<file path="src/rtl/oscdv_pkg.sv">
/*
  Constants, state encodings and carrier structs for the oscillator
  select and divider control block.
  Assumes a 32-bit classic Wishbone master and a clock that stands for
  the selected oscillator output.
*/
// Functional notes
// - Initial setting picks power-on clock source
// - Primary source: PLL by setting, submode by straps
// - Erased configuration starts fast RC divide-by-N
// - Read-only current source at bits 14-12
// - Writable requested source, loaded at power-on
// - Freeze bit plus monitor setting locks configuration
// - PLL status: locked and PLL in use
// - Clock fail flag: hardware sets, software clears
// - Bit 1 enables secondary oscillator
// - Bit 0 requests switch, cleared when done
// - Control register writes need unlock sequence
// - Interrupt clears reduction enable when recover set
// - Reduction divides by 1 to 128, reset 8
// - Reduction disabled forces ratio 1:1
// - Fast RC postscaler 1 to 64, then 256
// - PLL output divider 2, 4, 8; code 10 reserved
// - PLL input divider is field plus two
// - Unimplemented bits read as zero
// - Instruction and peripheral clock are oscillator/2
// - Valid switch clears status; same source aborts
// - Wait ten new-clock cycles before changeover
// - Completion copies requested to current, clears request
package oscdv_pkg;
  localparam logic [7:0] ADR_OSC      = 8'h00;
  localparam logic [7:0] ADR_DIV      = 8'h04;
  localparam logic [7:0] ADR_KEY      = 8'h08;
  localparam logic [7:0] KEY_FIRST    = 8'h5a;
  localparam logic [7:0] KEY_SECOND   = 8'ha5;
  localparam logic [2:0] SRC_FRC      = 3'h0;
  localparam logic [2:0] SRC_FAST_RC_WITH_PLL_MODE   = 3'h1;
  localparam logic [2:0] SRC_PRI      = 3'h2;
  localparam logic [2:0] SRC_PRIPLL   = 3'h3;
  localparam logic [2:0] SRC_DIV16    = 3'h6;
  localparam logic [2:0] SRC_DIVN     = 3'h7;
  localparam logic [1:0] SUB_NONE     = 2'h3;
  localparam logic [2:0] PROCESSOR_CLOCK_REDUCTION_RST     = 3'h3;
  localparam logic [2:0] FRC_RST      = 3'h0;
  localparam logic [2:0] FRC_MAX      = 3'h7;
  localparam logic [3:0] FRC_MAX_SH   = 4'h8;
  localparam logic [3:0] DIV16_SH     = 4'h4;
  localparam logic [1:0] POST_RST     = 2'h1;
  localparam logic [1:0] POST_RSVD    = 2'h2;
  localparam logic [4:0] PRE_RST      = 5'h00;
  localparam logic [5:0] PRE_OFFSET   = 6'h02;
  localparam logic [3:0] SETTLE_TICKS = 4'ha;

  typedef enum logic [1:0] {SW_IDLE, SW_WAIT, SW_COUNT} oscdv_sw_t;
  typedef enum logic [1:0] {KEY_IDLE, KEY_HALF, KEY_OPEN} oscdv_key_t;

  typedef struct packed {
    logic [2:0] init_src;
    logic [1:0] submode;
    logic       monitor;
  } oscdv_cfg_t;

  typedef struct packed {
    logic       pll_en;
    logic [1:0] submode;
    logic [3:0] frc_shift;
    logic [5:0] n1;
    logic [3:0] n2;
  } oscdv_clk_cfg_t;

  typedef struct packed {
    oscdv_sw_t      sw_st;
    logic [3:0]     ticks;
    logic [2:0]     cur_src;
    logic [2:0]     req_src;
    logic           freeze;
    logic           lock;
    logic           fail;
    logic           sec_en;
    logic           sw_req;
    logic           recover_on_interrupt_bit;
    logic [2:0]     processor_clock_reduction;
    logic           reduction_enable_bit;
    logic [2:0]     fast_rc_postscaler;
    logic [1:0]     post;
    logic [4:0]     pre;
    logic           fcy;
    logic           ack;
    logic [31:0]    rdat;
    oscdv_clk_cfg_t clk;
  } oscdv_state_t;

  typedef struct packed {
    logic [6:0] cnt;
    logic       pulse;
  } oscdv_div_state_t;
endpackage : oscdv_pkg

</file>
<file path="src/rtl/oscdv_clock_divisor.sv">
/*
  Processor clock reduction: passes one tick out of 2**shift when enabled.
  Assumes tick_i is the instruction-rate clock enable.
*/
`timescale 1ns/10ps
`default_nettype none
module oscdv_clock_divisor (
  input  wire logic       clk_i,
  input  wire logic       rst_i,
  input  wire logic       tick_i,
  input  wire logic       en_i,
  input  wire logic [2:0] shift_i,
  output logic            pulse_o
);
  oscdv_pkg::oscdv_div_state_t q;
  oscdv_pkg::oscdv_div_state_t d;
  logic [7:0]                  span;

  assign span = 8'h01 << shift_i;

  always_comb
  begin
    d       = q;
    d.pulse = 1'b0;
    if (tick_i)
    begin
      // A count left above a newly shortened span ends at once, not after a wrap
      if (!en_i || q.cnt >= 7'(span - 8'h01))
      begin
        d.pulse = 1'b1;
        d.cnt   = 7'h00;
      end
      else
        d.cnt = q.cnt + 7'h01;
    end
  end

  always_ff @(posedge clk_i)
  begin
    if (rst_i)
      q <= '0;
    else
      q <= d;
  end

  assign pulse_o = q.pulse;

  property p_ratio_one;
    @(posedge clk_i) disable iff (rst_i)
    (!en_i && tick_i) |=> pulse_o;
  endproperty
  a_ratio_one: assert property (p_ratio_one)
    else $error("reduction off but tick not passed");

  property p_no_tick_no_pulse;
    @(posedge clk_i) disable iff (rst_i)
    !tick_i |=> !pulse_o;
  endproperty
  a_no_tick_no_pulse: assert property (p_no_tick_no_pulse)
    else $error("processor pulse without instruction tick");
endmodule : oscdv_clock_divisor
`default_nettype wire

</file>
<file path="src/rtl/oscdv_top.sv">
/*
  Oscillator select and divider control: control and divisor registers
  on a classic Wishbone slave, switch sequencing and clock enables.
  Assumes the oscillator, PLL and fail-safe monitor sit outside and
  report through level inputs; new_clk_tick_i pulses once per cycle of
  the source being switched to.
*/
`timescale 1ns/10ps
`default_nettype none
module oscdv_top (
  input  wire logic                      clk_i,
  input  wire logic                      rst_i,
  input  wire logic                      wb_cyc_i,
  input  wire logic                      wb_stb_i,
  input  wire logic                      wb_we_i,
  input  wire logic [7:0]                wb_adr_i,
  input  wire logic [3:0]                wb_sel_i,
  input  wire logic [31:0]               wb_dat_i,
  output logic      [31:0]               wb_dat_o,
  output logic                           wb_ack_o,
  input  wire oscdv_pkg::oscdv_cfg_t     cfg_i,
  input  wire logic                      pll_locked_i,
  input  wire logic                      src_ready_i,
  input  wire logic                      new_clk_tick_i,
  input  wire logic                      fail_detect_i,
  input  wire logic                      irq_event_i,
  output logic      [2:0]                active_source_o,
  output logic                           secondary_osc_en_o,
  output oscdv_pkg::oscdv_clk_cfg_t      clk_cfg_o,
  output logic                           periph_clk_en_o,
  output logic                           cpu_clk_en_o
);
  oscdv_pkg::oscdv_state_t st_q;
  oscdv_pkg::oscdv_state_t st_d;
  oscdv_pkg::oscdv_state_t st_rst;
  logic                    req_take;
  logic                    wr_osc;
  logic                    wr_div;
  logic                    wr_key;
  logic                    key_open;
  logic                    frozen;
  logic                    pll_on;
  logic [15:0]             osc_rd;
  logic [15:0]             div_rd;

  function automatic logic uses_pll(input logic [2:0] src);
    return src == oscdv_pkg::SRC_FAST_RC_WITH_PLL_MODE || src == oscdv_pkg::SRC_PRIPLL;
  endfunction : uses_pll

  function automatic logic [3:0] post_ratio(input logic [1:0] code);
    logic [3:0] r;
    r = 4'h2;
    unique case (code)
      2'h0:    r = 4'h2;
      2'h1:    r = 4'h4;
      default: r = 4'h8;
    endcase
    return r;
  endfunction : post_ratio

  // One-cycle ack; the second cycle of a held request is not a new one
  assign req_take = wb_cyc_i && wb_stb_i && !st_q.ack;
  assign wr_osc   = req_take && wb_we_i && wb_adr_i == oscdv_pkg::ADR_OSC && key_open;
  assign wr_div   = req_take && wb_we_i && wb_adr_i == oscdv_pkg::ADR_DIV;
  assign wr_key   = req_take && wb_we_i && wb_adr_i == oscdv_pkg::ADR_KEY && wb_sel_i[0];
  assign frozen   = st_q.freeze && cfg_i.monitor;
  assign pll_on   = uses_pll(st_q.cur_src)
                    || (st_q.sw_st != oscdv_pkg::SW_IDLE && uses_pll(st_q.req_src));

  // Unimplemented positions are tied to zero in the read images
  assign osc_rd = {1'b0, st_q.cur_src, 1'b0, st_q.req_src, st_q.freeze, 1'b0,
                   st_q.lock, 1'b0, st_q.fail, 1'b0, st_q.sec_en, st_q.sw_req};
  assign div_rd = {st_q.recover_on_interrupt_bit, st_q.processor_clock_reduction, st_q.reduction_enable_bit, st_q.fast_rc_postscaler,
                   st_q.post, 1'b0, st_q.pre};

  oscdv_unlock u_unlock (
    .clk_i     (clk_i),
    .rst_i     (rst_i),
    .key_we_i  (wr_key),
    .key_i     (wb_dat_i[7:0]),
    .consume_i (req_take && wb_we_i && wb_adr_i == oscdv_pkg::ADR_OSC),
    .open_o    (key_open)
  );

  // Synchronous reset lets the configuration straps seed the sources
  always_comb
  begin
    st_rst         = '0;
    st_rst.sw_st   = oscdv_pkg::SW_IDLE;
    st_rst.cur_src = cfg_i.init_src;
    st_rst.req_src = cfg_i.init_src;
    st_rst.processor_clock_reduction    = oscdv_pkg::PROCESSOR_CLOCK_REDUCTION_RST;
    st_rst.fast_rc_postscaler  = oscdv_pkg::FRC_RST;
    st_rst.post    = oscdv_pkg::POST_RST;
    st_rst.pre     = oscdv_pkg::PRE_RST;
  end

  always_comb
  begin
    st_d      = st_q;
    st_d.ack  = req_take;
    st_d.rdat = '0;
    if (req_take && !wb_we_i)
    begin
      if (wb_adr_i == oscdv_pkg::ADR_OSC)
        st_d.rdat[15:0] = osc_rd;
      else if (wb_adr_i == oscdv_pkg::ADR_DIV)
        st_d.rdat[15:0] = div_rd;
    end

    if (wr_osc && wb_sel_i[1] && !frozen)
      st_d.req_src = wb_dat_i[10:8];
    if (wr_osc && wb_sel_i[0])
    begin
      st_d.sec_en = wb_dat_i[1];
      if (!frozen)
      begin
        st_d.freeze = wb_dat_i[7];
        st_d.sw_req = st_q.sw_req | wb_dat_i[0];
      end
      if (!wb_dat_i[3])
        st_d.fail = 1'b0;
    end

    if (wr_div && wb_sel_i[1])
    begin
      st_d.recover_on_interrupt_bit   = wb_dat_i[15];
      st_d.processor_clock_reduction  = wb_dat_i[14:12];
      st_d.reduction_enable_bit = wb_dat_i[11];
      if (!frozen)
        st_d.fast_rc_postscaler = wb_dat_i[10:8];
    end
    if (wr_div && wb_sel_i[0] && !frozen)
    begin
      st_d.pre = wb_dat_i[4:0];
      // Reserved divider code is refused so the PLL never sees it
      if (wb_dat_i[7:6] != oscdv_pkg::POST_RSVD)
        st_d.post = wb_dat_i[7:6];
    end

    if (irq_event_i && st_q.recover_on_interrupt_bit)
      st_d.reduction_enable_bit = 1'b0;

    st_d.lock = pll_locked_i && pll_on;

    unique case (st_q.sw_st)
      oscdv_pkg::SW_IDLE:
        if (st_q.sw_req)
        begin
          if (st_q.req_src == st_q.cur_src)
            st_d.sw_req = 1'b0;
          else
          begin
            st_d.lock  = 1'b0;
            st_d.fail  = 1'b0;
            st_d.sw_st = oscdv_pkg::SW_WAIT;
          end
        end
      oscdv_pkg::SW_WAIT:
        if (src_ready_i && (!uses_pll(st_q.req_src) || pll_locked_i))
        begin
          st_d.ticks = 4'h0;
          st_d.sw_st = oscdv_pkg::SW_COUNT;
        end
      oscdv_pkg::SW_COUNT:
        if (new_clk_tick_i)
        begin
          if (st_q.ticks == oscdv_pkg::SETTLE_TICKS - 4'h1)
          begin
            st_d.cur_src = st_q.req_src;
            st_d.sw_req  = 1'b0;
            st_d.sw_st   = oscdv_pkg::SW_IDLE;
          end
          else
            st_d.ticks = st_q.ticks + 4'h1;
        end
    endcase

    // A failure seen in the cycle software clears the flag is kept
    if (fail_detect_i)
      st_d.fail = 1'b1;

    st_d.fcy = !st_q.fcy;

    st_d.clk.pll_en = uses_pll(st_d.cur_src);
    st_d.clk.n1     = {1'b0, st_d.pre} + oscdv_pkg::PRE_OFFSET;
    st_d.clk.n2     = post_ratio(st_d.post);
    if (st_d.cur_src == oscdv_pkg::SRC_PRI || st_d.cur_src == oscdv_pkg::SRC_PRIPLL)
      st_d.clk.submode = cfg_i.submode;
    else
      st_d.clk.submode = oscdv_pkg::SUB_NONE;
    if (st_d.cur_src == oscdv_pkg::SRC_DIVN)
      st_d.clk.frc_shift = (st_d.fast_rc_postscaler == oscdv_pkg::FRC_MAX) ? oscdv_pkg::FRC_MAX_SH
                           : {1'b0, st_d.fast_rc_postscaler};
    else if (st_d.cur_src == oscdv_pkg::SRC_DIV16)
      st_d.clk.frc_shift = oscdv_pkg::DIV16_SH;
    else
      st_d.clk.frc_shift = 4'h0;
  end

  always_ff @(posedge clk_i)
  begin
    if (rst_i)
      st_q <= st_rst;
    else
      st_q <= st_d;
  end

  // Reduction gates only the processor; peripherals keep the full rate
  oscdv_clock_divisor u_reduce (
    .clk_i   (clk_i),
    .rst_i   (rst_i),
    .tick_i  (st_d.fcy),
    .en_i    (st_q.reduction_enable_bit),
    .shift_i (st_q.processor_clock_reduction),
    .pulse_o (cpu_clk_en_o)
  );

  assign periph_clk_en_o    = st_q.fcy;
  assign wb_ack_o           = st_q.ack;
  assign wb_dat_o           = st_q.rdat;
  assign active_source_o    = st_q.cur_src;
  assign secondary_osc_en_o = st_q.sec_en;
  assign clk_cfg_o          = st_q.clk;

  property p_same_source_abort;
    @(posedge clk_i) disable iff (rst_i)
    (st_q.sw_st == oscdv_pkg::SW_IDLE && st_q.sw_req && st_q.req_src == st_q.cur_src)
      |=> !st_q.sw_req && st_q.sw_st == oscdv_pkg::SW_IDLE;
  endproperty
  a_same_source_abort: assert property (p_same_source_abort)
    else $error("redundant switch request not dropped");

  property p_start_clears;
    @(posedge clk_i) disable iff (rst_i)
    (st_q.sw_st == oscdv_pkg::SW_IDLE && st_q.sw_req && st_q.req_src != st_q.cur_src
     && !fail_detect_i) |=> !st_q.lock && !st_q.fail && st_q.sw_st == oscdv_pkg::SW_WAIT;
  endproperty
  a_start_clears: assert property (p_start_clears)
    else $error("switch start left lock or fail set");

  property p_change_after_ten;
    @(posedge clk_i) disable iff (rst_i)
    $changed(st_q.cur_src) |-> $past(st_q.ticks) == 4'h9 && $past(new_clk_tick_i)
                               && !st_q.sw_req && st_q.cur_src == $past(st_q.req_src);
  endproperty
  a_change_after_ten: assert property (p_change_after_ten)
    else $error("source changed without ten settle ticks");

  property p_fail_sets;
    @(posedge clk_i) disable iff (rst_i)
    fail_detect_i |=> st_q.fail;
  endproperty
  a_fail_sets: assert property (p_fail_sets)
    else $error("clock fail flag not set");

  property p_recover;
    @(posedge clk_i) disable iff (rst_i)
    (irq_event_i && st_q.recover_on_interrupt_bit) |=> !st_q.reduction_enable_bit ##1 cpu_clk_en_o == periph_clk_en_o;
  endproperty
  a_recover: assert property (p_recover)
    else $error("interrupt did not restore full processor rate");

  property p_frozen_holds;
    @(posedge clk_i) disable iff (rst_i)
    (frozen && wr_div) |=> $stable(st_q.pre) && $stable(st_q.post) && $stable(st_q.fast_rc_postscaler);
  endproperty
  a_frozen_holds: assert property (p_frozen_holds)
    else $error("frozen PLL configuration changed");

  property p_locked_write;
    @(posedge clk_i) disable iff (rst_i)
    (req_take && wb_we_i && wb_adr_i == oscdv_pkg::ADR_OSC && !key_open)
      |=> $stable(st_q.sec_en) && $stable(st_q.req_src);
  endproperty
  a_locked_write: assert property (p_locked_write)
    else $error("control register changed without unlock");

  property p_lock_needs_pll;
    @(posedge clk_i) disable iff (rst_i)
    (!pll_on || !pll_locked_i) |=> !st_q.lock;
  endproperty
  a_lock_needs_pll: assert property (p_lock_needs_pll)
    else $error("lock status high without locked PLL in use");

  property p_zero_bits;
    @(posedge clk_i) disable iff (rst_i)
    (req_take && !wb_we_i) |=> wb_ack_o && wb_dat_o[31:16] == 16'h0000
      && (wb_dat_o[15:0] & (($past(wb_adr_i) == oscdv_pkg::ADR_DIV) ? 16'h0020 : 16'h8854))
         == 16'h0000 ##1 !wb_ack_o;
  endproperty
  a_zero_bits: assert property (p_zero_bits)
    else $error("unimplemented bits read nonzero");

  property p_post_reserved;
    @(posedge clk_i) disable iff (rst_i)
    st_q.post != oscdv_pkg::POST_RSVD;
  endproperty
  a_post_reserved: assert property (p_post_reserved)
    else $error("reserved output divider code stored");

  property p_submode_primary;
    @(posedge clk_i) disable iff (rst_i)
    (!$past(rst_i) && (active_source_o == oscdv_pkg::SRC_PRI
     || active_source_o == oscdv_pkg::SRC_PRIPLL)) |-> clk_cfg_o.submode == cfg_i.submode;
  endproperty
  a_submode_primary: assert property (p_submode_primary)
    else $error("primary submode not passed to the oscillator");

  property p_periph_toggle;
    @(posedge clk_i) disable iff (rst_i)
    !$past(rst_i) |-> periph_clk_en_o != $past(periph_clk_en_o);
  endproperty
  a_periph_toggle: assert property (p_periph_toggle)
    else $error("peripheral enable not at half the clock rate");

  property p_current_read_only;
    @(posedge clk_i) disable iff (rst_i)
    (wr_osc && st_q.sw_st == oscdv_pkg::SW_IDLE) |=> $stable(active_source_o);
  endproperty
  a_current_read_only: assert property (p_current_read_only)
    else $error("current source changed by a register write");

  property p_secondary_follows;
    @(posedge clk_i) disable iff (rst_i)
    (wr_osc && wb_sel_i[0]) |=> secondary_osc_en_o == $past(wb_dat_i[1]);
  endproperty
  a_secondary_follows: assert property (p_secondary_follows)
    else $error("secondary enable does not follow the written bit");

  property p_fail_no_soft_set;
    @(posedge clk_i) disable iff (rst_i)
    (!fail_detect_i && !st_q.fail) |=> !st_q.fail;
  endproperty
  a_fail_no_soft_set: assert property (p_fail_no_soft_set)
    else $error("clock fail flag set without a detected failure");

  property p_input_divider;
    @(posedge clk_i) disable iff (rst_i)
    !$past(rst_i) |-> clk_cfg_o.n1 == {1'b0, st_q.pre} + oscdv_pkg::PRE_OFFSET;
  endproperty
  a_input_divider: assert property (p_input_divider)
    else $error("input divider is not the field plus two");
endmodule : oscdv_top
`default_nettype wire

</file>
<file path="src/rtl/oscdv_unlock.sv">
/*
  Unlock sequencer: two key writes in a row open one protected write.
  Assumes key writes arrive as one-cycle strobes from the bus slave.
*/
`timescale 1ns/10ps
`default_nettype none
module oscdv_unlock (
  input  wire logic       clk_i,
  input  wire logic       rst_i,
  input  wire logic       key_we_i,
  input  wire logic [7:0] key_i,
  input  wire logic       consume_i,
  output logic            open_o
);
  oscdv_pkg::oscdv_key_t st_q;
  oscdv_pkg::oscdv_key_t st_d;

  always_comb
  begin
    st_d = st_q;
    if (consume_i)
      st_d = oscdv_pkg::KEY_IDLE;
    else if (key_we_i)
    begin
      // A wrong key anywhere restarts the sequence
      if (key_i == oscdv_pkg::KEY_FIRST)
        st_d = oscdv_pkg::KEY_HALF;
      else if (key_i == oscdv_pkg::KEY_SECOND && st_q == oscdv_pkg::KEY_HALF)
        st_d = oscdv_pkg::KEY_OPEN;
      else
        st_d = oscdv_pkg::KEY_IDLE;
    end
  end

  always_ff @(posedge clk_i)
  begin
    if (rst_i)
      st_q <= oscdv_pkg::KEY_IDLE;
    else
      st_q <= st_d;
  end

  assign open_o = (st_q == oscdv_pkg::KEY_OPEN);

  property p_key_open;
    @(posedge clk_i) disable iff (rst_i)
    (st_q == oscdv_pkg::KEY_HALF && key_we_i && !consume_i
     && key_i == oscdv_pkg::KEY_SECOND) |=> open_o ##1 (open_o || $past(consume_i));
  endproperty
  a_key_open: assert property (p_key_open)
    else $error("unlock did not open after key pair");
endmodule : oscdv_unlock
`default_nettype wire
</file>
<file path="config.mk">
export PLATFORM = sky130hd
export DESIGN_NAME = oscdv_top
export DESIGN_NICKNAME = d
export VERILOG_FILES = /design/src/rtl/oscdv_pkg.sv /design/src/rtl/oscdv_clock_divisor.sv /design/src/rtl/oscdv_top.sv /design/src/rtl/oscdv_unlock.sv
export SDC_FILE = /design/constraint.sdc
export NUM_CORES = 1
export LEC_CHECK = 0
export BUFFER_PORTS_ARGS = -buffer_cell sky130_fd_sc_hd__clkbuf_2
export CORE_MARGIN = 2
export CORE_UTILIZATION = 55
export CTS_BUF_LIST = sky130_fd_sc_hd__clkbuf_16
export CTS_CLUSTER_DIAMETER = 30
export DETAILED_ROUTE_END_ITERATION = 8
export HOLD_SLACK_MARGIN = 0.1
export PLACE_DENSITY = 0.85
export SYNTH_ARGS = -nofsm -noshare
export SYNTH_HDL_FRONTEND = slang
export SYNTH_HIERARCHICAL = 1
export SYNTH_SLANG_ARGS = --single-unit
</file>
<file path="constraint.sdc">
create_clock -name clk_i -period 5.5 [get_ports clk_i]
set_input_delay 0.275 -clock clk_i [delete_from_list [all_inputs] [get_ports clk_i]]
set_output_delay 0.275 -clock clk_i [all_outputs]
set_load 0.01 [all_outputs]
</file>
[Word level (Yosys, flattened, before mapping)]
Cells that the tools add are included.
Word-level totals
  bits in registers: 93
  logic and storage cells: 157
  input bits: 60
  output and inout bits: 56
Cells by class
  add/subtract/negate cells: 4
  equality and inequality tests: 28
  shifts and indexed selects: 1
  bitwise gates (word level): 4
  mux-type cells: 43
  reduce and logical (&&, ||, !) cells: 48
  $lt $le $gt $ge: 1
Operators by type and width (number)
  two-way mux 77 bit: 1
  two-way mux 16 bit: 3
  logical AND 1 bit: 21
  two-way mux 2 bit: 10
  two-way mux 3 bit: 6
  case mux 4 bit (2 select lines): 2
  two-way mux 7 bit: 2
  != test 2 bit, second input constant: 7
  equality test 3 x 2 -> 1 bit, second input constant: 4
  two-way mux 4 bit: 3
  two-way mux 1 bit: 11
  equality test 3 x 1 -> 1 bit, second input constant: 3
  equality test 3 bit, second input constant: 3
  two-way mux 9 bit: 1
  equality test 8 x 3 -> 1 bit, second input constant: 1
  equality test 8 x 4 -> 1 bit, second input constant: 1
  equality test 8 x 7 -> 1 bit, second input constant: 1
  equality test 8 bit, second input constant: 1
  logical NOT 8 bit: 1
  two-way mux 8 bit: 1
  OR reduction 2 bit: 4
  adder 7 x 1 -> 7 bit, second input constant: 1
  >= comparator 7 bit: 1
  logical OR 1 bit: 7
  20 further kinds: 33

[Depth between registers and ports, before layout]
Gate-level depths: netlist of run 1.
  word-level depth: 12
  gate-level depth with buffers: 8
  mapped depth without buffers: 7

[By module]
Netlist of run 1, hierarchy kept.
By module, submodules not included
  oscdv_top: sequential area each 1331.3 um^2, times used 1, area each 3140.5 um^2, cells an instance 335
  oscdv_clock_divisor: sequential area each 160.2 um^2, times used 1, area each 521.8 um^2, cells an instance 60
  oscdv_unlock: sequential area each 40.0 um^2, times used 1, area each 141.4 um^2, cells an instance 14

[Least setup slack after synthesis of run 1]
Ideal clock, no wire load.
  path kind: input -> register
  start point: input wb_adr_i[5]
  end point: register st_q, in the netlist clk_cfg_o[7]
  path buffers: 0
  data arrival time: 2.166 ns
  setup time: 0.072 ns
  cell stages on the path: 7
  setup slack: 3.263 ns
  required time: 5.428 ns
  cell sequence: or4_4 > nor4_4 > nand3_2 > mux2_2 > ha_1 > or2_2 > mux2i_1
RTL lines
  from (decl): line oscdv_top.sv:16  | input wire logic [7:0] wb_adr_i,
  to (signal assigned): line oscdv_top.sv:204  | st_q <= st_rst;
  to (signal assigned): line oscdv_top.sv:206  | st_q <= st_d;
  to (decl): line oscdv_top.sv:33  | oscdv_pkg::oscdv_state_t st_q;

[Worst setup path in the final report of run 1]
  start point: register st_q[77] in the netlist's numbering
  end point: register st_q, in the netlist clk_cfg_o[11]
Between the ends
  word-level cells in the longest chain between the ends: 6
RTL lines
  equality test 4 bit: line oscdv_top.sv:168  | if (st_q.ticks == oscdv_pkg::SETTLE_TICKS - 4'h1)
  two-way mux 3 bit: line oscdv_top.sv:168
  two-way mux 9 bit: line oscdv_top.sv:166  | if (new_clk_tick_i)
  two-way mux 3 bit: line oscdv_top.sv:146  | unique case (st_q.sw_st)
  equality test 3 bit: line oscdv_top.sv:192  | if (st_d.cur_src == oscdv_pkg::SRC_DIVN)
  two-way mux 4 bit: line oscdv_top.sv:192
Every way passes these cells. The select of a mux whose other input is x is not followed.
A chain may end at the register's enable or synchronous reset.

==> reports/metrics.csv, run 1 <==
stage,metric,value,unit
worst_setup_path,CP max stage cell,nor2b_1,
floorplanning,Ports,116,
detailed_routing,routed via count,2917,
layout,Antenna Cells,0,
clocking,CTS Buffer Depth,2,
worst_setup_path,"Cell Chain, Critical Path","ha_1, and3b_1, nor2b_1, and4_1, o21bai_1, nor4_1",
yosys,most common cell in the netlist,dfxtp_1,
clocking,register clock-pin slew on the reported worst setup and hold paths,0.06,ns
floorplanning,die width,87.16,um
sta,RSZ-0062 raised after global routing,false,
worst_setup_path,"Buf+Inv Stages, Crit Path",0,
detailed_routing,detailed-route wire length,7797,um
layout,nets@finish,525,
clocking,clock tree root driver cell,clkbuf_16,
hold_path,hold depth,2,
sta,skew final,0.01015,ns
worst_setup_path,Critical Path Start,st_q[77],
detailed_routing,WL per Instance,14.55,um
outcome,status,completed,
detailed_routing,first-pass detailed-route iteration total,4,
sta,max-slew violation count,0,
yosys,"Top FF cell, synth",dfxtp_1,
power,Power Density,302.0,nW/um^2
global_route,first-pass GRT wire length,11990,um
floorplanning,row cnt,30,
sta,slew of the pin with the lowest slew margin,0.8619,ns
clocking,depth of the CTS H-tree,3,
sta,min Tclk post-route,2.286,ns
worst_setup_path,CP peak stage delay,0.71,ns
detailed_routing,vias per cell,5.442,
sta,Setup TNS Final,0,ns
worst_setup_path,CP top delay family,simple AND/OR/NAND/NOR gates,
worst_setup_path,Critical Path Fanout Max,12,
clocking,CTS resizes,0,
sta,fin crit share,41.56,%
yosys,Synth async-reset ratio,0,%
global_route,GRT overflow,0,
sta,Worst slew margin,42.42,%
clocking,postcts setup bufs,0,
clocking,TritonCTS Sinks,75,
yosys,Syn. warnings,6,
worst_setup_path,r2r endpoint,clk_cfg_o[11],
yosys,"EDFF count, synth",3,
clocking,CTS Buf Count,9,
yosys,syn_area_per_cell,9.300,sq um
worst_setup_path,reg2reg setup slack,3.21,ns
worst_setup_path,CP endpoint kind,register,
yosys,top cell type's share of synthesized area,37.89,%
detailed_routing,Initial DRC Count,161,
sta,Final setup viols,0,
detailed_routing,Antenna Nets Post-Route,0,
layout,Filler Cells Inserted,566,
floorplanning,core area,6756,sq um
sta,f_max,0.4375,GHz
placement,PortBufs,80,
global_route,initial antenna violation count,0,
yosys,synthesized netlist cell count,409,
sta,Min Hold Slack,0.1354,ns
worst_setup_path,Worst R2R Start,st_q[77],
power,Max VDD drop,0.0001764,V
yosys,Synth Cell Area,3804,sq um
global_route,All-Layer GR Usage,20.45,%
clocking,clock latency on the worst-skew pair,0.33,ns
detailed_routing,DR DRC count,0,
worst_setup_path,Startpoint Class,register,
hold_path,WHS Endpoint,div_rd[11],
yosys,"Distinct cells, synth",66,
placement,GP Congestion,0.8435,
yosys,synthesis-stage register bit count,75,
sta,post-route setup slack,3.214,ns
worst_setup_path,Worst Path Required,5.74,ns
job,MaxCap Viol Count,0,
worst_setup_path,Crit Path Class,reg2reg,
floorplanning,Die ar.,7597,sq um
floorplanning,Initial Util,56.30,%
layout,share of cells above drive strength 1,25.00,%
yosys,"Seq/Total Area, Yosys",40.26,%
sta,Fin. Hold Viols,0,
global_route,largest net degree at the start of global routing,60,
power,Leak,1.875,nW
power,total power,1.268,mW
placement,Setup WS pre-CTS,2.950,ns
yosys,Synth top cells by count,"72 x dfxtp_1, 54 x buf_4, 28 x nor2_1",
hold_path,Hold Crit Class,in2reg,
floorplanning,die height,87.16,um
placement,hpwl dp,5730,um
clocking,CTS tree,built,
worst_setup_path,path depth of the worst reg2reg path,6,
yosys,largest area contributor in the netlist,dfxtp_1,
worst_setup_path,WP data arrival,2.52,ns
global_route,number of global-route vias before repair,2621,
yosys,ranking of synthesized cells by area,"dfxtp_1 38%, buf_4 11%, ha_1 4.6%",
layout,area growth from synthesis to layout,10.36,%
clocking,CTS Hold Bufs,0,
hold_path,hold path start,irq_event_i,
sequential cells by signal (all words and copies together) (netlist names), named ones only:
| signal | cells |
|---|---|
| st_q | 6 |
| active_source_o | 3 |
| osc_rd | 7 |
| wb_ack_o | 1 |
| u_reduce/pulse_o | 1 |
| u_reduce/q | 7 |
| periph_clk_en_o | 1 |
| wb_dat_o | 16 |
| clk_cfg_o | 15 |
| u_unlock/st_q | 2 |
| secondary_osc_en_o | 1 |
| div_rd | 14 |
final cells by class:
cell class	instances	area [sq um]	area share (%)
multi-input combinational	267	1809	43.10
sequential	75	1531	36.48
timing repair buffer	81	407.9	9.717
clock buffer	9	225.2	5.365
tap	80	100.1	2.384
inverter	17	63.81	1.520
clock inverter	7	60.06	1.431
worst max path at each step:
stage | slack [ns] | to | cells past startpoint
4_1_cts | 3.22 | clk_cfg_o[11] | 6
3_5_place_dp | 2.95 | clk_cfg_o[7] | 8
6_report | 3.21 | clk_cfg_o[11] | 6
5_1_grt | 3.05 | clk_cfg_o[11] | 6
3_3_place_gp | 3.02 | clk_cfg_o[7] | 8
2_1_floorplan | 3.26 | clk_cfg_o[7] | 7
stage by stage:
stage,cells,util (%),area (sq um)
after floorplan,425,-,3864
after global placement,520,57.91,3913
after detailed placement,520,57.91,3913
after CTS,536,62.13,4198
after global routing,536,62.13,4198
final,536,62.13,4198
metal layers:
metal  track usage [%]  vias up  part of all wire [%]
met4             8.671        0                   1.9
li1                  -     1439                     -
met1             24.94     1381                    42
met5                 0        -                     0
met2             34.77       82                    51
met3             4.455       15                   4.6
power by group:
part | internal, mW | switching, mW | leakage, nW
Clock | 0.345 | 0.213 | 0.144
Sequential | 0.562 | 0.0149 | 0.613
Combinational | 0.0560 | 0.0769 | 1.12
cells in the final DEF, fill, tap and decap left out, types with 13 or more instances in the layout:
cell type  instances
o21ai_0           13
a21oi_1           14
clkbuf_2          80
dfxtp_1           72
inv_1             18
ha_1              14
mux2i_1           15
conb_1            17
nor3_1            13
nor2_1            28
nand2_1           26
nor2b_1           14
kinds of logic after synthesis:
logic type	after synthesis	share of synthesized area (%)
simple gates	139	21.18
fa+ha+maj	14	4.605
flops	75	40.26
compound gates	65	11.81
buf+inv	83	13.75
xor+xnor	12	2.763
mux	20	5.526
other cells	1	0.09859
Note: power is estimated with default switching activity, not from simulation.
==> inputs of run 2 (changes only) <==
- ABC_AREA: default -> 1
- CORE_UTILIZATION: 55 -> 47
- PLACE_DENSITY: 0.85 -> 0.77
- clock period: 5.5 -> 1.9 ns (I/O delays scaled with it)
==> run 2 against run 1 <==
  * Die area rose by 19%
  * Largest cell class unchanged
  * Sequential cell count unchanged
  * Combinational power increased to 3.3 times the previous value
  * Highest routed layer unchanged
  * Critical path type unchanged
  * Routed wire length increased by 9.2%
==> reports/metrics.csv, run 2 <==
stage,metric,value,unit,change
outcome,status,completed,,
clocking,CTS tree,built,,
sta,Worst slew margin,55.42,%,+13 points
clocking,register clock-pin slew on the reported worst setup and hold paths,0.06,ns,about the same
power,P_int,2.807,mW,+190%
yosys,"EDFF count, synth",3,,unchanged
detailed_routing,detailed-route wire length,8516,um,+9.2%
floorplanning,die height,95.26,um,+9.3%
power,Comb power frac,11.6,%,+1.1 points
sta,Setup TNS Final,0,ns,unchanged
sta,min Tclk post-route,1.759,ns,-0.5274 ns
detailed_routing,WL per Instance,12.27,um,-16%
floorplanning,Ports,116,,unchanged
global_route,All-Layer GR Usage,19.42,%,-1.0 points
yosys,synthesized netlist cell count,508,,+24%
clocking,CTS Buffer Depth,2,,unchanged
clocking,depth of the CTS H-tree,3,,unchanged
hold_path,Hold Crit Class,in2reg,,
clocking,clock tree root driver cell,clkbuf_16,,
yosys,"Seq/Total Area, Yosys",39.13,%,-1.1 points
detailed_routing,DR DRC count,0,,unchanged
global_route,first-pass GRT wire length,13640,um,+14%
hold_path,hold path start,wb_cyc_i,,
power,NetSw,0.9364,mW,+210%
worst_setup_path,Startpoint Class,register,,
floorplanning,Initial Util,48.12,%,-8.2 points
placement,GP Congestion,0.8682,,+2.9%
detailed_routing,routed via count,3327,,+14%
sta,max-slew violation count,0,,unchanged
sta,slew of the pin with the lowest slew margin,0.6625,ns,-0.1994 ns
worst_setup_path,Critical Path Fanout Max,10,,-2
sta,skew final,0.006123,ns,-0.004026 ns
layout,area growth from synthesis to layout,18.35,%,
layout,share of cells above drive strength 1,24.11,%,-0.89 points
detailed_routing,Antenna Nets Post-Route,0,,unchanged
job,MaxCap Viol Count,0,,unchanged
detailed_routing,first-pass detailed-route iteration total,5,,+1
floorplanning,core area,8134,sq um,+20%
placement,placed insts,655,,+26%
power,Switching Share,25.02,%,+0.97 points
floorplanning,row cnt,33,,+10%
worst_setup_path,Worst R2R Start,wb_ack_o,,
worst_setup_path,WP data arrival,1.97,ns,-0.55 ns
power,Leak,2.232,nW,+19%
yosys,most common cell in the netlist,nand2_1,,
worst_setup_path,Worst Path Required,2.11,ns,-3.63 ns
worst_setup_path,Critical Path Start,wb_ack_o,,
yosys,Synth Cell Area,3914,sq um,+2.9%
floorplanning,Die ar.,9074,sq um,+19%
global_route,initial antenna violation count,0,,unchanged
yosys,"Distinct cells, synth",43,,-35%
layout,"non-filler cells, final",694,,+29%
yosys,"Top FF cell, synth",dfxtp_1,,
yosys,Synth async-reset ratio,0,%,unchanged
clocking,CTS Buf Count,9,,unchanged
layout,nets@finish,658,,+25%
yosys,syn_area_per_cell,7.704,sq um,-17%
layout,most frequent cells in the layout,"93 x nand2_1, 80 x clkbuf_2, 72 x dfxtp_1, 64 x inv_1, 54 x nor2_1",,
clocking,clock latency on the worst-skew pair,0.33,ns,about the same
yosys,synthesis-stage register bit count,75,,unchanged
yosys,Syn. warnings,6,,unchanged
power,Clk pwr share,44.3,%,+0.3 points
worst_setup_path,CP endpoint kind,register,,
global_route,largest net degree at the start of global routing,26,,-57%
layout,"most common cell after layout, fill and taps aside",nand2_1,,
sta,Final setup viols,0,,unchanged
global_route,GRT overflow,0,,unchanged
layout,Filler Cells Inserted,730,,+29%
detailed_routing,Initial DRC Count,156,,-3.1%
placement,PortBufs,80,,unchanged
power,Power Density,808.1,nW/um^2,+170%
floorplanning,die width,95.26,um,+9.3%
detailed_routing,vias per cell,4.794,,-12%
yosys,largest area contributor in the netlist,dfxtp_1,,
sta,f_max,0.5686,GHz,+30%
yosys,top cell type's share of synthesized area,36.83,%,-1.1 points
global_route,number of global-route vias before repair,3075,,+17%
worst_setup_path,Crit Path Class,reg2reg,,
sta,RSZ-0062 raised after global routing,false,,
yosys,Synth top cells by count,"93 x nand2_1, 72 x dfxtp_1, 63 x inv_1",,
yosys,ranking of synthesized cells by area,"dfxtp_1 37%, buf_4 10%, nand2_1 8.9%",,
clocking,TritonCTS Sinks,75,,unchanged
power,Max VDD drop,0.0004211,V,+140%
clocking,postcts setup bufs,0,,unchanged
placement,hpwl dp,6374,um,+11%
layout,Antenna Cells,0,,unchanged
sta,fin crit share,92.56,%,+51 points
sta,Fin. Hold Viols,0,,unchanged
power,Flop pwr share,44.0,%,-1.5 points
layout,max FFs per register,16,,unchanged
==> run 2: cell types whose count changed in the layout (fill, tap and decap cells not counted), moves of 11 or more <==
| cell | previous run | this run |
|---|---|---|
| dlygate4sd3_1 | 0 | 23 |
| inv_1 | 18 | 64 |
| mux2i_1 | 15 | 1 |
| nand2_1 | 26 | 93 |
| nand3_1 | 9 | 26 |
| nor2_1 | 28 | 54 |
| nor2b_1 | 14 | 0 |
| nor3_1 | 13 | 2 |
| o21ai_0 | 13 | 27 |
==> run 2: layout make-up <==
cell class	count	area, sq um	area share [%]
clock buffer	9	225.2	4.862
inverter	70	269.0	5.808
sequential	75	1531	33.06
multi-input combinational	320	1739	37.55
clock inverter	7	67.56	1.459
tap	105	131.4	2.836
timing repair buffer	108	668.1	14.42
==> run 2: cell families (layout without fill, tap and decap cells) <==
family	Yosys count	count (layout)	synth area share, %
other cells	1	17	0.09582
flops	75	75	39.13
fa+ha+maj	14	14	4.476
mux	1	1	0.2558
xor+xnor	10	10	2.238
simple gates	218	218	27.59
compound gates	60	60	8.184
buf+inv	129	194	18.03
==> run 2: final timing paths <==
check	endpoint	slack (ns)	depth (start not counted)
max	div_rd[11]	0.14	8
min	wb_ack_o	0.12	3
max reg2reg	div_rd[11]	0.14	8
min reg2reg	wb_dat_o[5]	0.42	2
==> run 2: what timing repair did <==
item / 4_1_cts / 5_1_grt
hold endpoints to repair: 23 / 0
hold buffers: 23 / 0
gates resized for setup: 0 / 1
setup endpoints to repair: 0 / 1
==> run 2: worst max-delay path, cell delays in order, from the launching register on <==
cell           delay [ns]
dfxtp_1              0.32
inv_1                0.07
nand4_4              0.12
clkinv_4             0.13
nand3_4              0.17
inv_1                0.09
o21ai_0              0.14
nor2_1               0.05
dlygate4sd3_1        0.54
==> run 2: power by group through the flow <==
stage / clock network (mW) / registers, mW / logic (mW)
5_1_grt: 1.76 / 1.65 / 0.496
4_1_cts: 1.69 / 1.65 / 0.432
2_1_floorplan: 0 / 1.68 / 0.304
6_report: 1.66 / 1.65 / 0.436
3_3_place_gp: 0 / 1.68 / 0.382
3_5_place_dp: 0 / 1.68 / 0.394
==> run 2: stage by stage <==
step | setup slack (ns) | util, % | power [mW] | hold slack (ns) | cell area [sq um]
6_report | 0.1414 | 56.95 | 3.743 | 0.1214 | 4632
5_1_grt | 0.05610 | 56.95 | 3.909 | 0.1281 | 4632
4_1_cts | 0.1308 | 56.91 | 3.765 | 0.1091 | 4629
3_5_place_dp | 0.2267 | 50.48 | 2.077 | 0.3201 | 4106
3_3_place_gp | 0.2822 | 50.48 | 2.064 | 0.3106 | 4106
2_1_floorplan | 0.4126 | - | 1.984 | 0.1674 | 3974
==> run 2: routing by layer <==
| metal | up-vias | share of wire [%] | track usage [%] | routed length, um |
|---|---|---|---|---|
| li1 | 1693 | - | - | - |
| met1 | 1507 | 43 | 22.91 | 3627 |
| met2 | 113 | 48 | 33.74 | 4109 |
| met3 | 14 | 7.4 | 4.901 | 629 |
| met4 | 0 | 1.7 | 7.488 | 149 |
| met5 | - | 0 | 0 | 0 |
==> inputs of run 3 (changes only) <==
- CORE_UTILIZATION: 47 -> 56
- PLACE_DENSITY: 0.77 -> 0.86
- clock period: 1.9 -> 2.05 ns (I/O delays scaled with it)
==> run 3 against run 2 <==
  * Power is 4.8% lower
  * Global-route usage is 3.8 points higher
  * Largest power group unchanged
  * Count of clock-buffer cells in the layout stayed put
  * Highest routed layer unchanged
==> reports/metrics.csv, run 3 (synthesis results as in run 2) <==
stage,metric,value,unit,change
clocking,CTS Buf Count,9,,unchanged
sta,skew final,0.006934,ns,+0.0008107 ns
outcome,status,completed,,
layout,FF/Latch Area,1531,sq um,unchanged
worst_setup_path,Worst Path Required,2.27,ns,+0.16 ns
detailed_routing,Antenna Nets Post-Route,0,,unchanged
sta,slew of the pin with the lowest slew margin,0.5241,ns,-0.1385 ns
layout,Util after Layout,67.73,%,+11 points
placement,placed insts,644,,-1.7%
placement,PortBufs,80,,unchanged
layout,footprint of the multi-input gates,1737,sq um,-0.14%
placement,GP Congestion,0.8958,,+3.2%
hold_path,Hold Crit Class,in2reg,,
layout,"non-filler cells, final",681,,-1.9%
detailed_routing,DR top layer,met4,,
sta,Min Hold Slack,0.1149,ns,-0.006475 ns
floorplanning,die width,87.60,um,-8.0%
sta,min Tclk post-route,1.798,ns,+0.03990 ns
layout,"most common cell after layout, fill and taps aside",nand2_1,,
layout,Antenna Cells,0,,unchanged
floorplanning,row cnt,30,,-9.1%
detailed_routing,Initial DRC Count,185,,+19%
global_route,number of global-route vias before repair,3124,,+1.6%
worst_setup_path,Critical Path Fanout Max,10,,unchanged
layout,Filler Cells Inserted,529,,-28%
sta,RSZ-0062 raised after global routing,false,,
layout,share of cells above drive strength 1,23.42,%,-0.69 points
clocking,clock latency on the worst-skew pair,0.33,ns,about the same
detailed_routing,detailed-route wire length,8651,um,+1.6%
sta,Final setup viols,0,,unchanged
sta,Setup TNS Final,0,ns,unchanged
floorplanning,Initial Util,57.61,%,+9.5 points
sta,Fin. Hold Viols,0,,unchanged
placement,area post-placement,4080,sq um,-0.64%
worst_setup_path,Crit Path Class,reg2reg,,
layout,nets@finish,654,,-0.61%
layout,final instance area,4602,sq um,-0.65%
power,Power Density,774.5,nW/um^2,-4.2%
detailed_routing,first-pass detailed-route iteration total,5,,unchanged
worst_setup_path,WP data arrival,2.02,ns,+0.05 ns
power,Leak,2.222,nW,-0.47%
detailed_routing,DR DRC count,0,,unchanged
global_route,GRT overflow,0,,unchanged
worst_setup_path,Startpoint Class,register,,
sta,post-route setup slack,0.2515,ns,+0.1101 ns
detailed_routing,routed length on met3,644,um,+2.4%
layout,area growth from synthesis to layout,17.58,%,
clocking,depth of the CTS H-tree,3,,unchanged
job,MaxCap Viol Count,0,,unchanged
placement,Setup WS pre-CTS,0.3626,ns,+0.1359 ns
sta,Worst slew margin,64.69,%,+9.3 points
layout,most frequent cells in the layout,"93 x nand2_1, 80 x clkbuf_2, 72 x dfxtp_1, 66 x inv_1, 54 x nor2_1",,
sta,f_max,0.5560,GHz,-2.2%
sta,fin crit share,87.73,%,-4.8 points
floorplanning,core area,6794,sq um,-16%
detailed_routing,routed via count,3378,,+1.5%
detailed_routing,met2 WL post-DR,4407,um,+7.3%
global_route,largest net degree at the start of global routing,19,,-27%
clocking,CTS Buffer Depth,2,,unchanged
floorplanning,Die ar.,7674,sq um,-15%
floorplanning,Ports,116,,unchanged
worst_setup_path,CP endpoint kind,register,,
clocking,clock tree root driver cell,clkbuf_16,,
layout,max FFs per register,16,,unchanged
floorplanning,die height,87.60,um,-8.0%
detailed_routing,M1 WL,3426,um,-5.5%
global_route,first-pass GRT wire length,13630,um,about the same
global_route,All-Layer GR Usage,23.26,%,+3.8 points
power,total power,3.564,mW,-4.8%
clocking,TritonCTS Sinks,75,,unchanged
clocking,CTS tree,built,,
clocking,register clock-pin slew on the reported worst setup and hold paths,0.05,ns,about the same
detailed_routing,WL per Instance,12.70,um,+3.5%
power,Max VDD drop,0.0004903,V,+16%
placement,hpwl dp,6175,um,-3.1%
global_route,initial antenna violation count,0,,unchanged
sta,max-slew violation count,0,,unchanged
detailed_routing,vias per cell,4.960,,+3.5%
clocking,postcts setup bufs,0,,unchanged
-- run 3: cell count changes in the layout (fill, tap and decap cells not counted), sizes merged --
cell	before	now
buf	5	3
clkinvlp	0	2
dlygate4sd3	23	21
bufinv	1	2
clkinv	6	3
-- run 3: area by class of cell --
cell class                 count  share of cell area [%]
multi-input combinational    320                   37.74
sequential                    75                   33.28
timing repair buffer         104                   13.76
inverter                      70                   5.846
clock buffer                   9                   4.894
tap                           96                   2.610
clock inverter                 7                   1.876
-- run 3: worst paths after layout --
path          startpoint                to  slack (ns)  cells after the start
max             wb_ack_o        div_rd[11]        0.25                      8
max reg2reg     wb_ack_o        div_rd[11]        0.25                      8
min          wb_dat_i[2]  u_unlock/st_q[0]        0.11                      4
min reg2reg    osc_rd[5]       wb_dat_o[5]        0.41                      2
-- run 3: routing by layer --
layer	vias up	GRT usage, %
met4	0	9.231
met2	152	41.60
met5	-	0
met3	17	5.467
li1	1681	-
met1	1528	26.71
-- run 3: repair_timing --
action / CTS / global route
resized for setup: 0 / 0
hold buffers: 21 / 0
endpoints found under the hold margin: 20 / 0
-- run 3: critical path, cell delays in order (launching register included) --
cell           delay [ns]
dfxtp_1              0.33
inv_1                0.08
nand4_4              0.11
clkinv_4             0.13
nand3_4              0.17
inv_1                0.09
o21ai_0              0.16
nor2_1               0.06
dlygate4sd3_1        0.55
-- run 3: power breakdown --
group / internal (mW) / switching, mW
Clock: 1.05 / 0.581
Combinational: 0.155 / 0.248
Sequential: 1.50 / 0.0251
Total: 2.71 / 0.854
